$ cat src/vrt_pkg.sv
// Package with timing constants for the raster timing generator.
package vrt_pkg;
  // ---------------------------------------------------------------
  // Horizontal timing in pixel clocks
  // ---------------------------------------------------------------
  localparam int H_VISIBLE = 640;
  localparam int H_FRONT = 16;
  localparam int H_SYNC = 96;
  localparam int H_BACK = 48;
  localparam int H_TOTAL = H_VISIBLE + H_FRONT + H_SYNC + H_BACK;
  // ---------------------------------------------------------------
  // Vertical timing in lines
  // ---------------------------------------------------------------
  localparam int V_VISIBLE = 480;
  localparam int V_FRONT = 10;
  localparam int V_SYNC = 2;
  localparam int V_BACK = 29;
  localparam int V_TOTAL = V_VISIBLE + V_FRONT + V_SYNC + V_BACK;
  // ---------------------------------------------------------------
  // Widths and reset values
  // ---------------------------------------------------------------
  localparam int H_W = 10;
  localparam int V_W = 10;
  localparam int COLOR_W = 16;
  localparam int ADDR_W = 19;
  localparam logic [COLOR_W-1:0] BLACK = 16'h0000;
  localparam logic [H_W-1:0] H_RESET = 10'h000;
  localparam logic [V_W-1:0] V_RESET = 10'h000;
  localparam logic SYNC_IDLE = 1'b1;
  // Clock rate in kHz; the pixel rate lies above it, so the divider runs at one.
  localparam int CLK_KHZ = 20000;
  localparam int PIX_KHZ = 25000;
endpackage

$ cat src/vrt_pix_enable.sv
// Pixel rate enable divider.
`timescale 1ns/1ps
module vrt_pix_enable #(
  parameter int DIV = 1
) (
  // Clock and reset
  input wire logic core_clk,
  input wire logic rst_n,
  // Enable pulse
  output logic pix_en
);
  logic [7:0] cnt_ff;

  // With DIV of one the enable is held high every cycle.
  always_ff @(posedge core_clk) begin
    if (!rst_n) begin
      cnt_ff <= 8'h00;
      pix_en <= 1'b0;
    end else if (cnt_ff >= 8'(DIV - 1)) begin
      cnt_ff <= 8'h00;
      pix_en <= 1'b1;
    end else begin
      cnt_ff <= cnt_ff + 8'h01;
      pix_en <= 1'b0;
    end
  end
endmodule // vrt_pix_enable

$ cat src/vrt_raster_timing.sv
// Raster timing generator with video memory fetch and colour output.
`timescale 1ns/1ps
module vrt_raster_timing #(
  parameter int PIX_DIV = 1
) (
  // Clock and reset
  input wire logic core_clk,
  input wire logic rst_n,
  // Video memory read port, one pixel-enable latency
  output logic [vrt_pkg::ADDR_W-1:0] mem_addr,
  output logic mem_rd,
  input wire logic [vrt_pkg::COLOR_W-1:0] mem_data,
  // Monitor side
  output logic [4:0] red_out,
  output logic [5:0] green_out,
  output logic [4:0] blue_out,
  output logic horizontal_sync_out,
  output logic vertical_sync_out,
  // Position for other logic
  output logic [vrt_pkg::H_W-1:0] column_out,
  output logic [vrt_pkg::V_W-1:0] row_out
);
  import vrt_pkg::*;

  // ---------------------------------------------------------------
  // Pixel rate
  // ---------------------------------------------------------------
  // The core clock runs slower than the nominal pixel clock, so the
  // picture is stretched in time; the refresh lands near 48 Hz at 20 MHz,
  // which a user must accept or feed a faster clock.
  logic pix_en;

  vrt_pix_enable #(.DIV(PIX_DIV)) u_div (
    .core_clk(core_clk),
    .rst_n(rst_n),
    .pix_en(pix_en)
  );

  // ---------------------------------------------------------------
  // Counters
  // ---------------------------------------------------------------
  logic [H_W-1:0] h_ff;
  logic [V_W-1:0] v_ff;
  logic line_end;

  function automatic logic in_range(input int val, input int lo,
                                    input int len);
    in_range = (val >= lo) && (val < lo + len);
  endfunction

  assign line_end = (h_ff == H_W'(H_TOTAL - 1));

  always_ff @(posedge core_clk) begin
    if (!rst_n) begin
      h_ff <= H_RESET;
    end else if (pix_en) begin
      if (line_end) begin
        h_ff <= H_RESET;
      end else begin
        h_ff <= h_ff + 10'h001;
      end
    end
  end

  // Counter zero is the first visible pixel, so the address needs no
  // offset; sync position follows from the porch widths.
  always_ff @(posedge core_clk) begin
    if (!rst_n) begin
      v_ff <= V_RESET;
    end else if (pix_en && line_end) begin
      if (v_ff == V_W'(V_TOTAL - 1)) begin
        v_ff <= V_RESET;
      end else begin
        v_ff <= v_ff + 10'h001;
      end
    end
  end

  // ---------------------------------------------------------------
  // Memory fetch
  // ---------------------------------------------------------------
  logic visible;
  logic [ADDR_W-1:0] nxt_addr;

  assign visible = (int'(h_ff) < H_VISIBLE) && (int'(v_ff) < V_VISIBLE);
  assign nxt_addr = ADDR_W'(int'(v_ff) * H_VISIBLE + int'(h_ff));

  always_ff @(posedge core_clk) begin
    if (!rst_n) begin
      mem_addr <= '0;
      mem_rd <= 1'b0;
    end else if (pix_en) begin
      mem_addr <= nxt_addr;
      mem_rd <= visible;
    end
  end

  // ---------------------------------------------------------------
  // Output stage
  // ---------------------------------------------------------------
  // Sync, position and colour share a one-pixel delay so that the
  // fetched word lines up with its own sync timing.
  logic vis_d_ff;
  logic [H_W-1:0] h_d_ff;
  logic [V_W-1:0] v_d_ff;

  always_ff @(posedge core_clk) begin
    if (!rst_n) begin
      vis_d_ff <= 1'b0;
      h_d_ff <= H_RESET;
      v_d_ff <= V_RESET;
    end else if (pix_en) begin
      vis_d_ff <= visible;
      h_d_ff <= h_ff;
      v_d_ff <= v_ff;
    end
  end

  always_ff @(posedge core_clk) begin
    if (!rst_n) begin
      horizontal_sync_out <= SYNC_IDLE;
      vertical_sync_out <= SYNC_IDLE;
    end else if (pix_en) begin
      horizontal_sync_out <= !in_range(int'(h_d_ff), H_VISIBLE + H_FRONT,
                                       H_SYNC);
      vertical_sync_out <= !in_range(int'(v_d_ff), V_VISIBLE + V_FRONT,
                                     V_SYNC);
    end
  end

  always_ff @(posedge core_clk) begin
    if (!rst_n) begin
      column_out <= H_RESET;
      row_out <= V_RESET;
    end else if (pix_en) begin
      column_out <= h_d_ff;
      row_out <= v_d_ff;
    end
  end

  // Colour layout: red in bits 15:11, green 10:5, blue 4:0.
  always_ff @(posedge core_clk) begin
    if (!rst_n) begin
      red_out <= BLACK[15:11];
      green_out <= BLACK[10:5];
      blue_out <= BLACK[4:0];
    end else if (pix_en) begin
      if (vis_d_ff) begin
        red_out <= mem_data[15:11];
        green_out <= mem_data[10:5];
        blue_out <= mem_data[4:0];
      end else begin
        red_out <= BLACK[15:11];
        green_out <= BLACK[10:5];
        blue_out <= BLACK[4:0];
      end
    end
  end
endmodule // vrt_raster_timing

$ cat config.mk
export PLATFORM = sky130hd
export DESIGN_NAME = vrt_raster_timing
export DESIGN_NICKNAME = d
export VERILOG_FILES = /design/src/vrt_pkg.sv /design/src/vrt_pix_enable.sv /design/src/vrt_raster_timing.sv
export SDC_FILE = /design/constraint.sdc
export NUM_CORES = 1
export LEC_CHECK = 0
export ABC_AREA = 1
export BUFFER_PORTS_ARGS = -buffer_cell sky130_fd_sc_hd__buf_2
export CAP_MARGIN = 20
export CORE_MARGIN = 2
export CORE_UTILIZATION = 60
export DETAILED_ROUTE_END_ITERATION = 7
export PLACE_DENSITY = 0.95
export SYNTH_ARGS = -nofsm -noshare
export SYNTH_HDL_FRONTEND = slang
export SYNTH_SLANG_ARGS = --single-unit
$ cat constraint.sdc
create_clock -name core_clk -period 5.2 [get_ports core_clk]
set_input_delay 0.52 -clock core_clk [delete_from_list [all_inputs] [get_ports core_clk]]
set_output_delay 0.52 -clock core_clk [all_outputs]
set_load 0.02 [all_outputs]
Yosys cells after proc, flatten, opt, wreduce, memory -nomap -nowiden
Index checks and enable logic that the tools add are counted.
{"block": "classes", "n_addsub": 4, "n_mul": 1, "n_lt_le_gt_ge": 7, "n_eq_ne": 2, "mux": 6, "bitwise": 1, "reduce_logical": 7}
{"op": "$add A10 B1 Y10 const B", "n": 2}
{"op": "$eq A10 B10 Y1 const B", "n": 2}
{"op": "$lt A10 B10 Y1 const B", "n": 2}
{"op": "$lt A10 B9 Y1 const B", "n": 2}
{"op": "$mux W10", "n": 2}
{"op": "$add A19 B10 Y19", "n": 1}
{"op": "$mul A10 B3 Y12 const B", "n": 1}
{"op": "$ge A10 B10 Y1 const B", "n": 1}
{"op": "$ge A10 B9 Y1 const B", "n": 1}
{"op": "$mux W5", "n": 2}
{"op": "$add A8 B1 Y8 const B", "n": 1}
{"op": "$ge A8 B1 Y1 const B", "n": 1}
{"op": "$mux W6", "n": 1}
{"op": "$logic_and A1 B1 Y1", "n": 4}
{"op": "$logic_not A1 Y1", "n": 2}
{"op": "$reduce_or A2 Y1", "n": 1}
{"op": "$mux W1", "n": 1}
{"op": "$not A1 Y1", "n": 1}
{"block": "word_totals", "regBits": 107, "inputBits": 18, "output_inout_bits": 58, "elab_cells": 43}

Longest topological paths before layout
Gate-level depths: netlist of the first run.
{"block": "logic_depth", "word_depth": 3, "depth_mapped": 17, "ltp_nobuf": 17}

By module
From an unflattened synthesis of the first run, not the netlist that was laid out.
{"block": "unflattened", "hier_cells": 595, "hier_area_um2": 4449.3}
{"module": "vrt_raster_timing", "n_inst": 1, "cells_per_inst": 594, "area_each_um2": 4429.2, "seq_area_each_um2": 1821.7}
{"module": "vrt_pix_enable", "n_inst": 1, "cells_per_inst": 1, "area_each_um2": 20.0, "seq_area_each_um2": 20.0}

Worst setup path before layout of the first run
No wires, ideal clock.
{"block": "synth_timing", "path_kind": "flip-flop to flip-flop", "start": "reg v_ff[1]", "end": "reg mem_addr[17] (netlist bit)", "setup_ps": 109, "arrival_time_ps": 2161, "required_time_ps": 5091, "slack_ps": 2930, "path_stages_with_launch": 15, "path_buffers": 0, "period_less_slack_ps": 2270, "cell_sequence": "dfxtp_1 ha_1 ha_1 inv_1 fa_1 nor2_1 nand3_1 nor2_1 nand3_1 nor2_2 nand2_1 nand2_1 nand3_1 nand2_1 inv_1"}
{"block": "synth_via", "elab_chain_cells": 2}
{"item": "start, declared", "line_no": "vrt_raster_timing.sv:43", "rtl": "logic [V_W-1:0] v_ff;"}
{"item": "start signal, assigned", "line_no": "vrt_raster_timing.sv:74", "rtl": "v_ff <= v_ff + 10'h001;"}
{"item": "$mul A10 B3 Y12", "line_no": "vrt_raster_timing.sv:86", "rtl": "assign nxt_addr = ADDR_W'(int'(v_ff) * H_VISIBLE + int'(h_ff));"}
{"item": "$add A19 B10 Y19", "line_no": "vrt_raster_timing.sv:86"}
{"item": "end signal, assigned", "line_no": "vrt_raster_timing.sv:93", "rtl": "mem_addr <= nxt_addr;"}
{"item": "end, declared", "line_no": "vrt_raster_timing.sv:10", "rtl": "output logic [vrt_pkg::ADDR_W-1:0] mem_addr,"}
Every way passes these cells.
A chain may end at the register's enable or synchronous reset.

Worst setup path after layout of the first run
{"block": "layout_timing", "start": "reg v_ff[3]", "end": "reg mem_addr[17] (netlist bit)"}
The elaborated chain is that of the path after synthesis.

==> results of run 1 <==
-- layout by cell type, fill, tap and decap left out, types with 2 or more instances in the layout --
master | Yosys | routed
a21oi_1 | 58 | 58
buf_2 | 4 | 75
buf_4 | 8 | 2
clkbuf_8 | 0 | 10
clkinvlp_4 | 0 | 2
dfxtp_1 | 92 | 91
fa_1 | 2 | 2
ha_1 | 22 | 22
inv_1 | 63 | 63
inv_2 | 2 | 2
inv_6 | 0 | 2
nand2_1 | 91 | 91
nand3_1 | 41 | 41
nand3_2 | 2 | 2
nand3b_1 | 2 | 2
nand4_1 | 9 | 9
nand4_2 | 2 | 2
nor2_1 | 73 | 73
nor2_2 | 6 | 6
nor3_1 | 9 | 9
nor3b_1 | 3 | 3
nor3b_2 | 3 | 3
nor4_1 | 4 | 4
o21ai_0 | 59 | 59
o21ai_1 | 3 | 3
xnor2_1 | 3 | 3
xor2_1 | 4 | 4
-- sequential cells by signal (all words and copies together), names as in the netlist --
name                 flops
blue_out                 5
v_ff                    10
column_out              10
row_out                 10
h_ff                    10
vis_d_ff                 1
u_div.pix_en             1
horizontal_sync_out      1
vertical_sync_out        1
green_out                6
red_out                  5
h_d_ff                   3
v_d_ff                  10
mem_addr                19
-- through the flow --
stage	total power (W)	hold slack [ns]
detailed placement	0.000889	0.452
global route	0.00139	0.424
CTS	0.00134	0.403
global placement	0.000884	0.450
finish	0.00134	0.419
floorplan	0.000853	0.445
-- cell families after synthesis --
logic type / synth area share
buf+inv: 0.0918
flops: 0.420
xor+xnor: 0.0140
fa+ha+maj: 0.0719
compound gates: 0.145
simple gates: 0.258
-- cells in the mapped netlist (2+ instances only) --
cell type and n:
buf_2 4, nor3_1 9, nor3b_2 3, fa_1 2, a21oi_1 58, xor2_1 4, o21ai_0 59, nand4_2 2
buf_4 8, clkbuf_1 20, nand2_1 91, nor4_1 4, nand4_1 9, nor3b_1 3, nand3_2 2, inv_1 63
nand3_1 41, nor2_2 6, nor2_1 73, xnor2_1 3, dfxtp_1 92, inv_2 2, nand3b_1 2, o21ai_1 3
ha_1 22
-- how the worst max path moves through the flow --
stage,start,cells past startpoint,slack (ns),endpoint
floorplan,v_ff[1]$_SDFFE_PN0P_,14,2.93,mem_addr[17]$_SDFFE_PN0P_
global placement,v_ff[3]$_SDFFE_PN0P_,14,2.79,mem_addr[17]$_SDFFE_PN0P_
detailed placement,v_ff[3]$_SDFFE_PN0P_,14,2.66,mem_addr[17]$_SDFFE_PN0P_
CTS,v_ff[3]$_SDFFE_PN0P_,14,2.66,mem_addr[17]$_SDFFE_PN0P_
global route,v_ff[3]$_SDFFE_PN0P_,14,2.40,mem_addr[17]$_SDFFE_PN0P_
finish,v_ff[3]$_SDFFE_PN0P_,14,2.66,mem_addr[17]$_SDFFE_PN0P_
-- power groups by stage --
stage / clock [W] / sequential (W) / combinational (W)
finish: 0.000461 / 0.000753 / 0.000120
global route: 0.000494 / 0.000757 / 0.000135
CTS: 0.000471 / 0.000753 / 0.000121
detailed placement: 0 / 0.000769 / 0.000120
global placement: 0 / 0.000768 / 0.000116
floorplan: 0 / 0.000784 / 0.0000688
-- final cells by class --
| type | count | area (µm²) | area share |
|---|---|---|---|
| clock buffers | 10 | 138 | 0.0279 |
| clock inverters | 6 | 57.6 | 0.0117 |
| multi-input cells | 401 | 2140 | 0.434 |
| well taps | 99 | 124 | 0.0251 |
| flip-flops and latches | 92 | 1840 | 0.373 |
| repair buffers | 77 | 390 | 0.0790 |
| inverters | 65 | 244 | 0.0494 |
-- metal layers --
layer | vias to the layer above | routed length (µm) | global-route usage
li1 | 2050 | - | -
met1 | 1877 | 4290 | 0.301
met2 | 140 | 4650 | 0.420
met3 | 19 | 605 | 0.0674
met4 | 0 | 181 | 0.103
met5 | - | 0 | 0
-- critical path, delay by kind of cell, from the launching register on --
kind | cells | cell delay (ns)
AND/OR/NAND/NOR | 9 | 1.02
buffers and inverters | 2 | 0.10
adder cells (fa/ha/maj) | 3 | 0.92
flip-flops | 1 | 0.40
==> flow_summary.json, run 1 <==
{
  "status": "complete, no violations",
  "cts_buffers": 9,
  "io_buffers": 75,
  "synth_area_um2": 4390,
  "dpl_worst_slack_ns": 2.66,
  "antenna_found_initial": 0,
  "clock_power_share": 0.346,
  "cp-start-kind": "register",
  "fin_nets": 688,
  "ant_nets": 0,
  "die_x_um": 89.5,
  "synth_flop_cell": "dfxtp_1",
  "slowest_stage": "fa_1",
  "cts_tree": "built",
  "drt_first_pass_iters": 5,
  "synth_top_area_cell": "dfxtp_1",
  "slew_headroom": 0.506,
  "clock-sinks": 92,
  "end_kind": "register",
  "rr_startpoint": "v_ff[3]$_SDFFE_PN0P_",
  "drc": 0,
  "fin_skew_ns": 0.0156,
  "final_cells": 750,
  "max_freq_mhz": 394,
  "synthArstFlopShare": 0,
  "cp.arrival_ns": 2.81,
  "crit_type": "reg -> reg",
  "via_count": 4086,
  "power_density_nw_per_um2": 270,
  "core.rowCount": 31,
  "cts_max_level": 3,
  "hold_viol_final": 0,
  "worstPathCellList": "ha_1 -> ha_1 -> inv_1 -> fa_1 -> nor2_1 -> nand3_1 -> nor2_1 -> nand3_1 -> nor2_2 -> nand2_1 -> nand2_1 -> nand3_1 -> nand2_1 -> inv_1",
  "finalInstanceArea_um2": 4940,
  "reg2regPathDepth": 14,
  "hpwl_mm": 6.79,
  "hold_end": "blue_out[0]$_SDFFE_PN0P_",
  "drt-initial-drc-count": 361,
  "utilization": 0.688,
  "avgSynthCellArea_um2": 7.42,
  "rsz0062_at_grt": "no",
  "min_path_type": "in -> reg",
  "reg2reg_slack_ns": 2.66,
  "report.final.setup_viol": 0,
  "yosysWarnings": 0,
  "crit_required_ns": 5.47,
  "pwr-share-seq": 0.564,
  "clockBufferDepth": 2,
  "combPwrFrac": 0.090,
  "ios": 76,
  "via_per_inst": 5.45,
  "gr-total-overflow": 0,
  "grt_pass1_vias": 3801,
  "peakVddDrop_v": 0.000193,
  "cts.repair.resized": 0,
  "worst_pin_slew_ns": 0.740,
  "final.fill_count": 587,
  "die_area_um2": 8010,
  "syn_nets": 633,
  "timing.final.crit_share": 0.488,
  "holdBufCountCts": 0,
  "worst-path-max-fanout": 5,
  "power.leakage_nw": 2.32,
  "holdCritStartpoint": "mem_data[0]",
  "die_h_um": 89.5,
  "place_area_um2": 4740,
  "core_um2": 7180,
  "yosysSeqAreaShare": 0.420,
  "ys_ff_latch": 92,
  "wirelength_mm": 9.73,
  "post_cts_buffers": 0,
  "switching_power_w": 0.000369,
  "drv_cap": 0,
  "grt_usage": 0.249,
  "clockRootBuffer": "clkbuf_8",
  "clkTransAtPathRegs_ns": 0.10,
  "worstHoldPathCells": 3,
  "finalWorstSetupSlack_ns": 2.66,
  "slowest_delay_ns": 0.44,
  "synth_area_leaders": "dfxtp_1 (42%), nand2_1 (7.8%), o21ai_0 (6.7%), a21oi_1 (6.6%), ha_1 (6.3%)",
  "setup_tns_ns": 0,
  "diodes": 0,
  "initial_utilization": 0.612,
  "grt_pass1_wl_mm": 15.9,
  "r2r_end": "mem_addr[17]$_SDFFE_PN0P_",
  "drive_above_1_share": 0.171,
  "gp_congestion": 0.922,
  "synthToLayoutAreaGrowth_pct": 12.6,
  "dp.cells": 734,
  "p_int_w": 0.000967,
  "syn_inst": 591,
  "finalCriticalPeriod_ns": 2.54,
  "grt_max_degree": 72,
  "yosys.area.top_type_share": 0.420,
  "synth_edf_count": 0,
  "synth.distinct_cells": 31,
  "p_sw_frac": 0.276,
  "clk_latency_ns": 0.36,
  "avgRoutedWirePerCell_um": 13.0,
  "report.final.slew_viol_count": 0
}
Power figures use the tool's default switching activity.
==> run 2, diff against run 1 <==
--- a/config.mk
+++ b/config.mk
@@ -9,9 +9,9 @@
 export BUFFER_PORTS_ARGS = -buffer_cell sky130_fd_sc_hd__buf_2
 export CAP_MARGIN = 20
 export CORE_MARGIN = 2
-export CORE_UTILIZATION = 60
+export CORE_UTILIZATION = 56
 export DETAILED_ROUTE_END_ITERATION = 7
-export PLACE_DENSITY = 0.95
+export PLACE_DENSITY = 0.9
 export SYNTH_ARGS = -nofsm -noshare
 export SYNTH_HDL_FRONTEND = slang
 export SYNTH_SLANG_ARGS = --single-unit
==> constraint.sdc (replaced) <==
create_clock -name core_clk -period 2.5 [get_ports core_clk]
set_input_delay 0.25 -clock core_clk [delete_from_list [all_inputs] [get_ports core_clk]]
set_output_delay 0.25 -clock core_clk [all_outputs]
set_load 0.02 [all_outputs]
==> flow_summary.json, run 2 (synthesis gave the netlist of run 1 again) <==
{
  "drv_cap": 0,
  "ios": 76,
  "initial_utilization": 0.574,
  "power_density_nw_per_um2": 547,
  "final_cell_mix": "dfxtp_1 (88), nand2_1 (86), buf_2 (75)",
  "min_path_type": "in -> reg",
  "fin_skew_ns": 0.0113,
  "clk_latency_ns": 0.37,
  "status": "complete, no violations",
  "cts_buffers": 9,
  "via_per_inst": 5.43,
  "grt_pass1_vias": 3902,
  "die_area_um2": 8560,
  "clock-sinks": 92,
  "via_count": 4136,
  "final_common_cell": "dfxtp_1",
  "ant_nets": 0,
  "drc": 0,
  "holdBufCountCts": 0,
  "end_kind": "register",
  "timing.final.crit_share": 0.957,
  "reg2reg_slack_ns": 0.11,
  "drt-initial-drc-count": 231,
  "grt_usage": 0.244,
  "crit_type": "reg -> reg",
  "hold_ws_ns": 0.139,
  "fin_nets": 697,
  "hold_viol_final": 0,
  "largest_register": "mem_addr",
  "slew_headroom": 0.416,
  "slowest_delay_ns": 0.50,
  "cp-start-kind": "register",
  "clockRootBuffer": "clkbuf_8",
  "avgRoutedWirePerCell_um": 13.5,
  "final.fill_count": 663,
  "power.leakage_nw": 2.37,
  "core.rowCount": 32,
  "antenna_found_initial": 0,
  "worstPathCellList": "ha_4 -> ha_4 -> inv_1 -> fa_1 -> nor2_2 -> nand3_2 -> nor2_2 -> nand3_2 -> nor2_4 -> nand2_2 -> nand2_2 -> nand3_1 -> nand2_1 -> inv_1",
  "drt_first_pass_iters": 7,
  "multi_input_area_um2": 2210,
  "slowest_stage": "fa_1",
  "cts_tree": "built",
  "die_x_um": 92.5,
  "hpwl_mm": 7.15,
  "peakVddDrop_v": 0.000460,
  "worst_pin_slew_ns": 0.875,
  "grt_max_degree": 59,
  "clkTransAtPathRegs_ns": 0.09,
  "cts_max_level": 3,
  "gp_congestion": 0.941,
  "synthToLayoutAreaGrowth_pct": 15.8,
  "path_buf_inv": 2,
  "drive_above_1_share": 0.206,
  "worst-path-max-fanout": 5,
  "report.final.setup_viol": 0,
  "cp.arrival_ns": 2.67,
  "core_um2": 7650,
  "max_freq_mhz": 418,
  "finalPower_w": 0.00278,
  "largest_reg_flops": 19,
  "rr_startpoint": "v_ff[3]$_SDFFE_PN0P_",
  "finalCriticalPeriod_ns": 2.39,
  "crit_start": "v_ff[3]$_SDFFE_PN0P_",
  "wirelength_mm": 10.3,
  "diodes": 0,
  "report.final.slew_viol_count": 0,
  "regArea_um2": 1850,
  "grt_pass1_wl_mm": 17.1,
  "crit_required_ns": 2.78,
  "critPathTopFamily": "simple AND/OR/NAND/NOR gates",
  "clockBufferDepth": 2,
  "die_h_um": 92.5,
  "io_buffers": 75,
  "holdCritStartpoint": "mem_data[11]",
  "gr-total-overflow": 0
}
run 2: changes by cell type in the layout (fill, tap and decap cells not counted), moves of 3 or more:
| cell | change |
|---|---|
| buf_4 | +9 |
| nand3_1 | -3 |
| dfxtp_1 | -3 |
| nand3_2 | +3 |
| nand2_2 | +5 |
| nand2_1 | -5 |
| nor2_1 | -3 |
run 2: stage by stage:
step,util,worst slack (ns),cell area [µm²],setup TNS [ns],instances
global placement,0.626,0.0879,4790,0,742
CTS,0.652,0.00725,4980,0,758
finish,0.665,0.108,5080,0,762
detailed placement,0.626,0.000262,4790,0,742
global route,0.665,-0.0613,5080,-0.0770,762
floorplan,-,0.230,4390,0,591
run 2: repair_timing:
item	CTS	global route
buffers inserted	0	4
setup endpoints to repair	1	5
resized for setup	2	17
pin swaps	1	10
run 2: path summary, 6_finish.rpt:
kind / depth (start not counted) / endpoint
worst min-delay path: 3 / red_out[0]$_SDFFE_PN0P_
worst max register to register: 14 / mem_addr[17]$_SDFFE_PN0P_
worst min register to register: 2 / red_out[0]$_SDFFE_PN0P_
worst max-delay path: 14 / mem_addr[17]$_SDFFE_PN0P_
run 2: layout make-up:
cell class                      instances  share of cell area
Timing Repair Buffer                   86              0.0901
Multi-Input combinational cell        401               0.435
Tap cell                              102              0.0251
Clock buffer                            9              0.0244
Sequential cell                        92               0.364
Inverter                               65              0.0480
Clock inverter                          7              0.0140
run 2: where the power goes:
| group | leakage (nW) | internal (W) | total (W) | switching, W |
|---|---|---|---|---|
| Combinational | 1.51 | 0.0000855 | 0.000258 | 0.000173 |
| Clock | 0.0991 | 0.000388 | 0.000960 | 0.000572 |
| Sequential | 0.755 | 0.00152 | 0.00156 | 0.0000425 |
run 2: per-layer routing:
| layer | share of wire | GRT usage | routed length [µm] | vias to the layer above |
|---|---|---|---|---|
| met5 | 0 | 0 | 0 | - |
| met4 | 0.024 | 0.0920 | 251 | 0 |
| met3 | 0.061 | 0.0537 | 621 | 29 |
| met2 | 0.48 | 0.403 | 4880 | 147 |
| met1 | 0.44 | 0.314 | 4500 | 1889 |
| li1 | - | - | - | 2071 |
run 2: worst min-delay path: cells and delay by family:
kind	cells	cell delay, ns
simple gates	1	0.07
compound gates	1	0.05
buf+inv	1	0.10
==> run 3, diff against run 2 <==
--- a/config.mk
+++ b/config.mk
@@ -9,9 +9,9 @@
 export BUFFER_PORTS_ARGS = -buffer_cell sky130_fd_sc_hd__buf_2
 export CAP_MARGIN = 20
 export CORE_MARGIN = 2
-export CORE_UTILIZATION = 56
+export CORE_UTILIZATION = 51
 export DETAILED_ROUTE_END_ITERATION = 7
-export PLACE_DENSITY = 0.9
+export PLACE_DENSITY = 0.87
 export SYNTH_ARGS = -nofsm -noshare
 export SYNTH_HDL_FRONTEND = slang
 export SYNTH_SLANG_ARGS = --single-unit
==> constraint.sdc (replaced) <==
create_clock -name core_clk -period 2.2 [get_ports core_clk]
set_input_delay 0.22 -clock core_clk [delete_from_list [all_inputs] [get_ports core_clk]]
set_output_delay 0.22 -clock core_clk [all_outputs]
set_load 0.02 [all_outputs]
==> flow_summary.json, run 3 (synthesis gave the netlist of run 1 again) <==
{
  "finalWorstSetupSlack_ns": -0.118,
  "via_count": 4190,
  "peakVddDrop_v": 0.000393,
  "fin_skew_ns": 0.0102,
  "die_h_um": 96.8,
  "violations": "setup timing",
  "min_path_type": "in -> reg",
  "drc": 0,
  "cp.arrival_ns": 2.60,
  "die_x_um": 96.8,
  "drv_cap": 0,
  "combPwrFrac": 0.092,
  "worst-path-max-fanout": 3,
  "grt_max_degree": 58,
  "report.final.setup_viol": 3,
  "cts_tree": "built",
  "pwr-share-seq": 0.545,
  "final_common_cell": "dfxtp_1",
  "gp_congestion": 0.833,
  "finalPower_w": 0.00325,
  "power.leakage_nw": 2.42,
  "avgRoutedWirePerCell_um": 13.6,
  "p_int_w": 0.00237,
  "largest_register": "mem_addr",
  "hold_viol_final": 0,
  "crit_start": "v_ff[1]$_SDFFE_PN0P_",
  "clock-sinks": 92,
  "ios": 76,
  "core_um2": 8260,
  "die_area_um2": 9360,
  "clockBufferDepth": 2,
  "holdCritStartpoint": "mem_data[13]",
  "final.fill_count": 730,
  "rsz0062_at_grt": "yes",
  "via_per_inst": 5.40,
  "ant_nets": 0,
  "grt_usage": 0.217,
  "report.final.slew_viol_count": 0,
  "clockRootBuffer": "clkbuf_8",
  "gr-total-overflow": 0,
  "timing.final.crit_share": 1.05,
  "hpwl_mm": 7.25,
  "max_freq_mhz": 431,
  "power_density_nw_per_um2": 616,
  "crit_type": "reg -> reg",
  "p_sw_frac": 0.272,
  "hold_ws_ns": 0.104,
  "utilization": 0.640,
  "core.rowCount": 33,
  "fin_nets": 708,
  "slew_headroom": 0.599,
  "holdBufCountCts": 0,
  "grt_pass1_wl_mm": 17.2,
  "cp-start-kind": "register",
  "largest_reg_flops": 19,
  "clock_power_share": 0.363,
  "final_cell_mix": "dfxtp_1 (88), nand2_1 (83), buf_2 (75)",
  "antenna_found_initial": 0,
  "crit_required_ns": 2.48,
  "rr_startpoint": "v_ff[1]$_SDFFE_PN0P_",
  "finalCriticalPeriod_ns": 2.32,
  "clk_latency_ns": 0.38,
  "cts_max_level": 3,
  "drive_above_1_share": 0.240,
  "drt-initial-drc-count": 390,
  "status": "complete, but fails checks",
  "drt_first_pass_iters": 5,
  "end_kind": "register",
  "io_buffers": 75,
  "wirelength_mm": 10.5,
  "grt_pass1_vias": 3818,
  "initial_utilization": 0.531,
  "synthToLayoutAreaGrowth_pct": 20.5,
  "clkTransAtPathRegs_ns": 0.09,
  "cts_buffers": 9,
  "switching_power_w": 0.000886,
  "worst_pin_slew_ns": 0.601,
  "diodes": 0
}
[run 3: critical path, cell delays in order, from the launching register on]
cell and delay, ns:
dfxtp_2 0.34, ha_4 0.27, ha_4 0.12, inv_2 0.03, fa_1 0.47, nor2_2 0.16, nand3_2 0.14, nor2_4 0.13
nand3_2 0.10, nor2_4 0.15, nand2_2 0.07, nand2_2 0.07, nand3_2 0.06, nand2_1 0.08, inv_1 0.03
[run 3: cell type report]
class	count	area [µm²]	area share
clock buffers	9	124	0.0234
inverters	65	244	0.0461
multi-input cells	401	2310	0.437
clock inverters	7	87.6	0.0166
flip-flops and latches	92	1850	0.350
repair buffers	97	541	0.102
well taps	105	131	0.0248
[run 3: metrics by stage]
stage	worst slack, ns	cell area, µm²	TNS (ns)	cells
floorplan	0.00162	4420	0	591
global placement	-0.0950	4920	-0.137	758
detailed placement	-0.209	4920	-0.482	758
CTS	-0.0625	5160	-0.118	774
global route	-0.242	5290	-0.806	776
finish	-0.118	5290	-0.234	776
[run 3: routing by layer]
layer / GRT usage / up-vias / routed length [µm]
met5: 0 / - / 0
met4: 0.0845 / 0 / 216
met3: 0.0462 / 27 / 584
met2: 0.356 / 136 / 5130
met1: 0.281 / 1940 / 4590
li1: - / 2087 / -
[run 3: what timing repair did]
item / 4_1_cts / 5_1_grt
setup buffers: 0 / 2
endpoints found under the setup margin: 5 / 6
resized for setup: 11 / 22
pin swaps: 5 / 9
[run 3: power groups by stage]
stage | Sequential, W | Combinational (W) | Clock, W
6_report | 0.00177 | 0.000298 | 0.00118
5_1_grt | 0.00178 | 0.000328 | 0.00127
4_1_cts | 0.00178 | 0.000299 | 0.00120
3_5_place_dp | 0.00181 | 0.000296 | 0
3_3_place_gp | 0.00181 | 0.000287 | 0
2_1_floorplan | 0.00185 | 0.000163 | 0
[run 3: worst paths after layout]
check        slack (ns)  depth (start not counted)                         to
max               -0.12                         14  mem_addr[18]$_SDFFE_PN0P_
max reg2reg       -0.12                         14  mem_addr[18]$_SDFFE_PN0P_
min                0.10                          3    red_out[2]$_SDFFE_PN0P_
min reg2reg        0.47                          2   blue_out[0]$_SDFFE_PN0P_
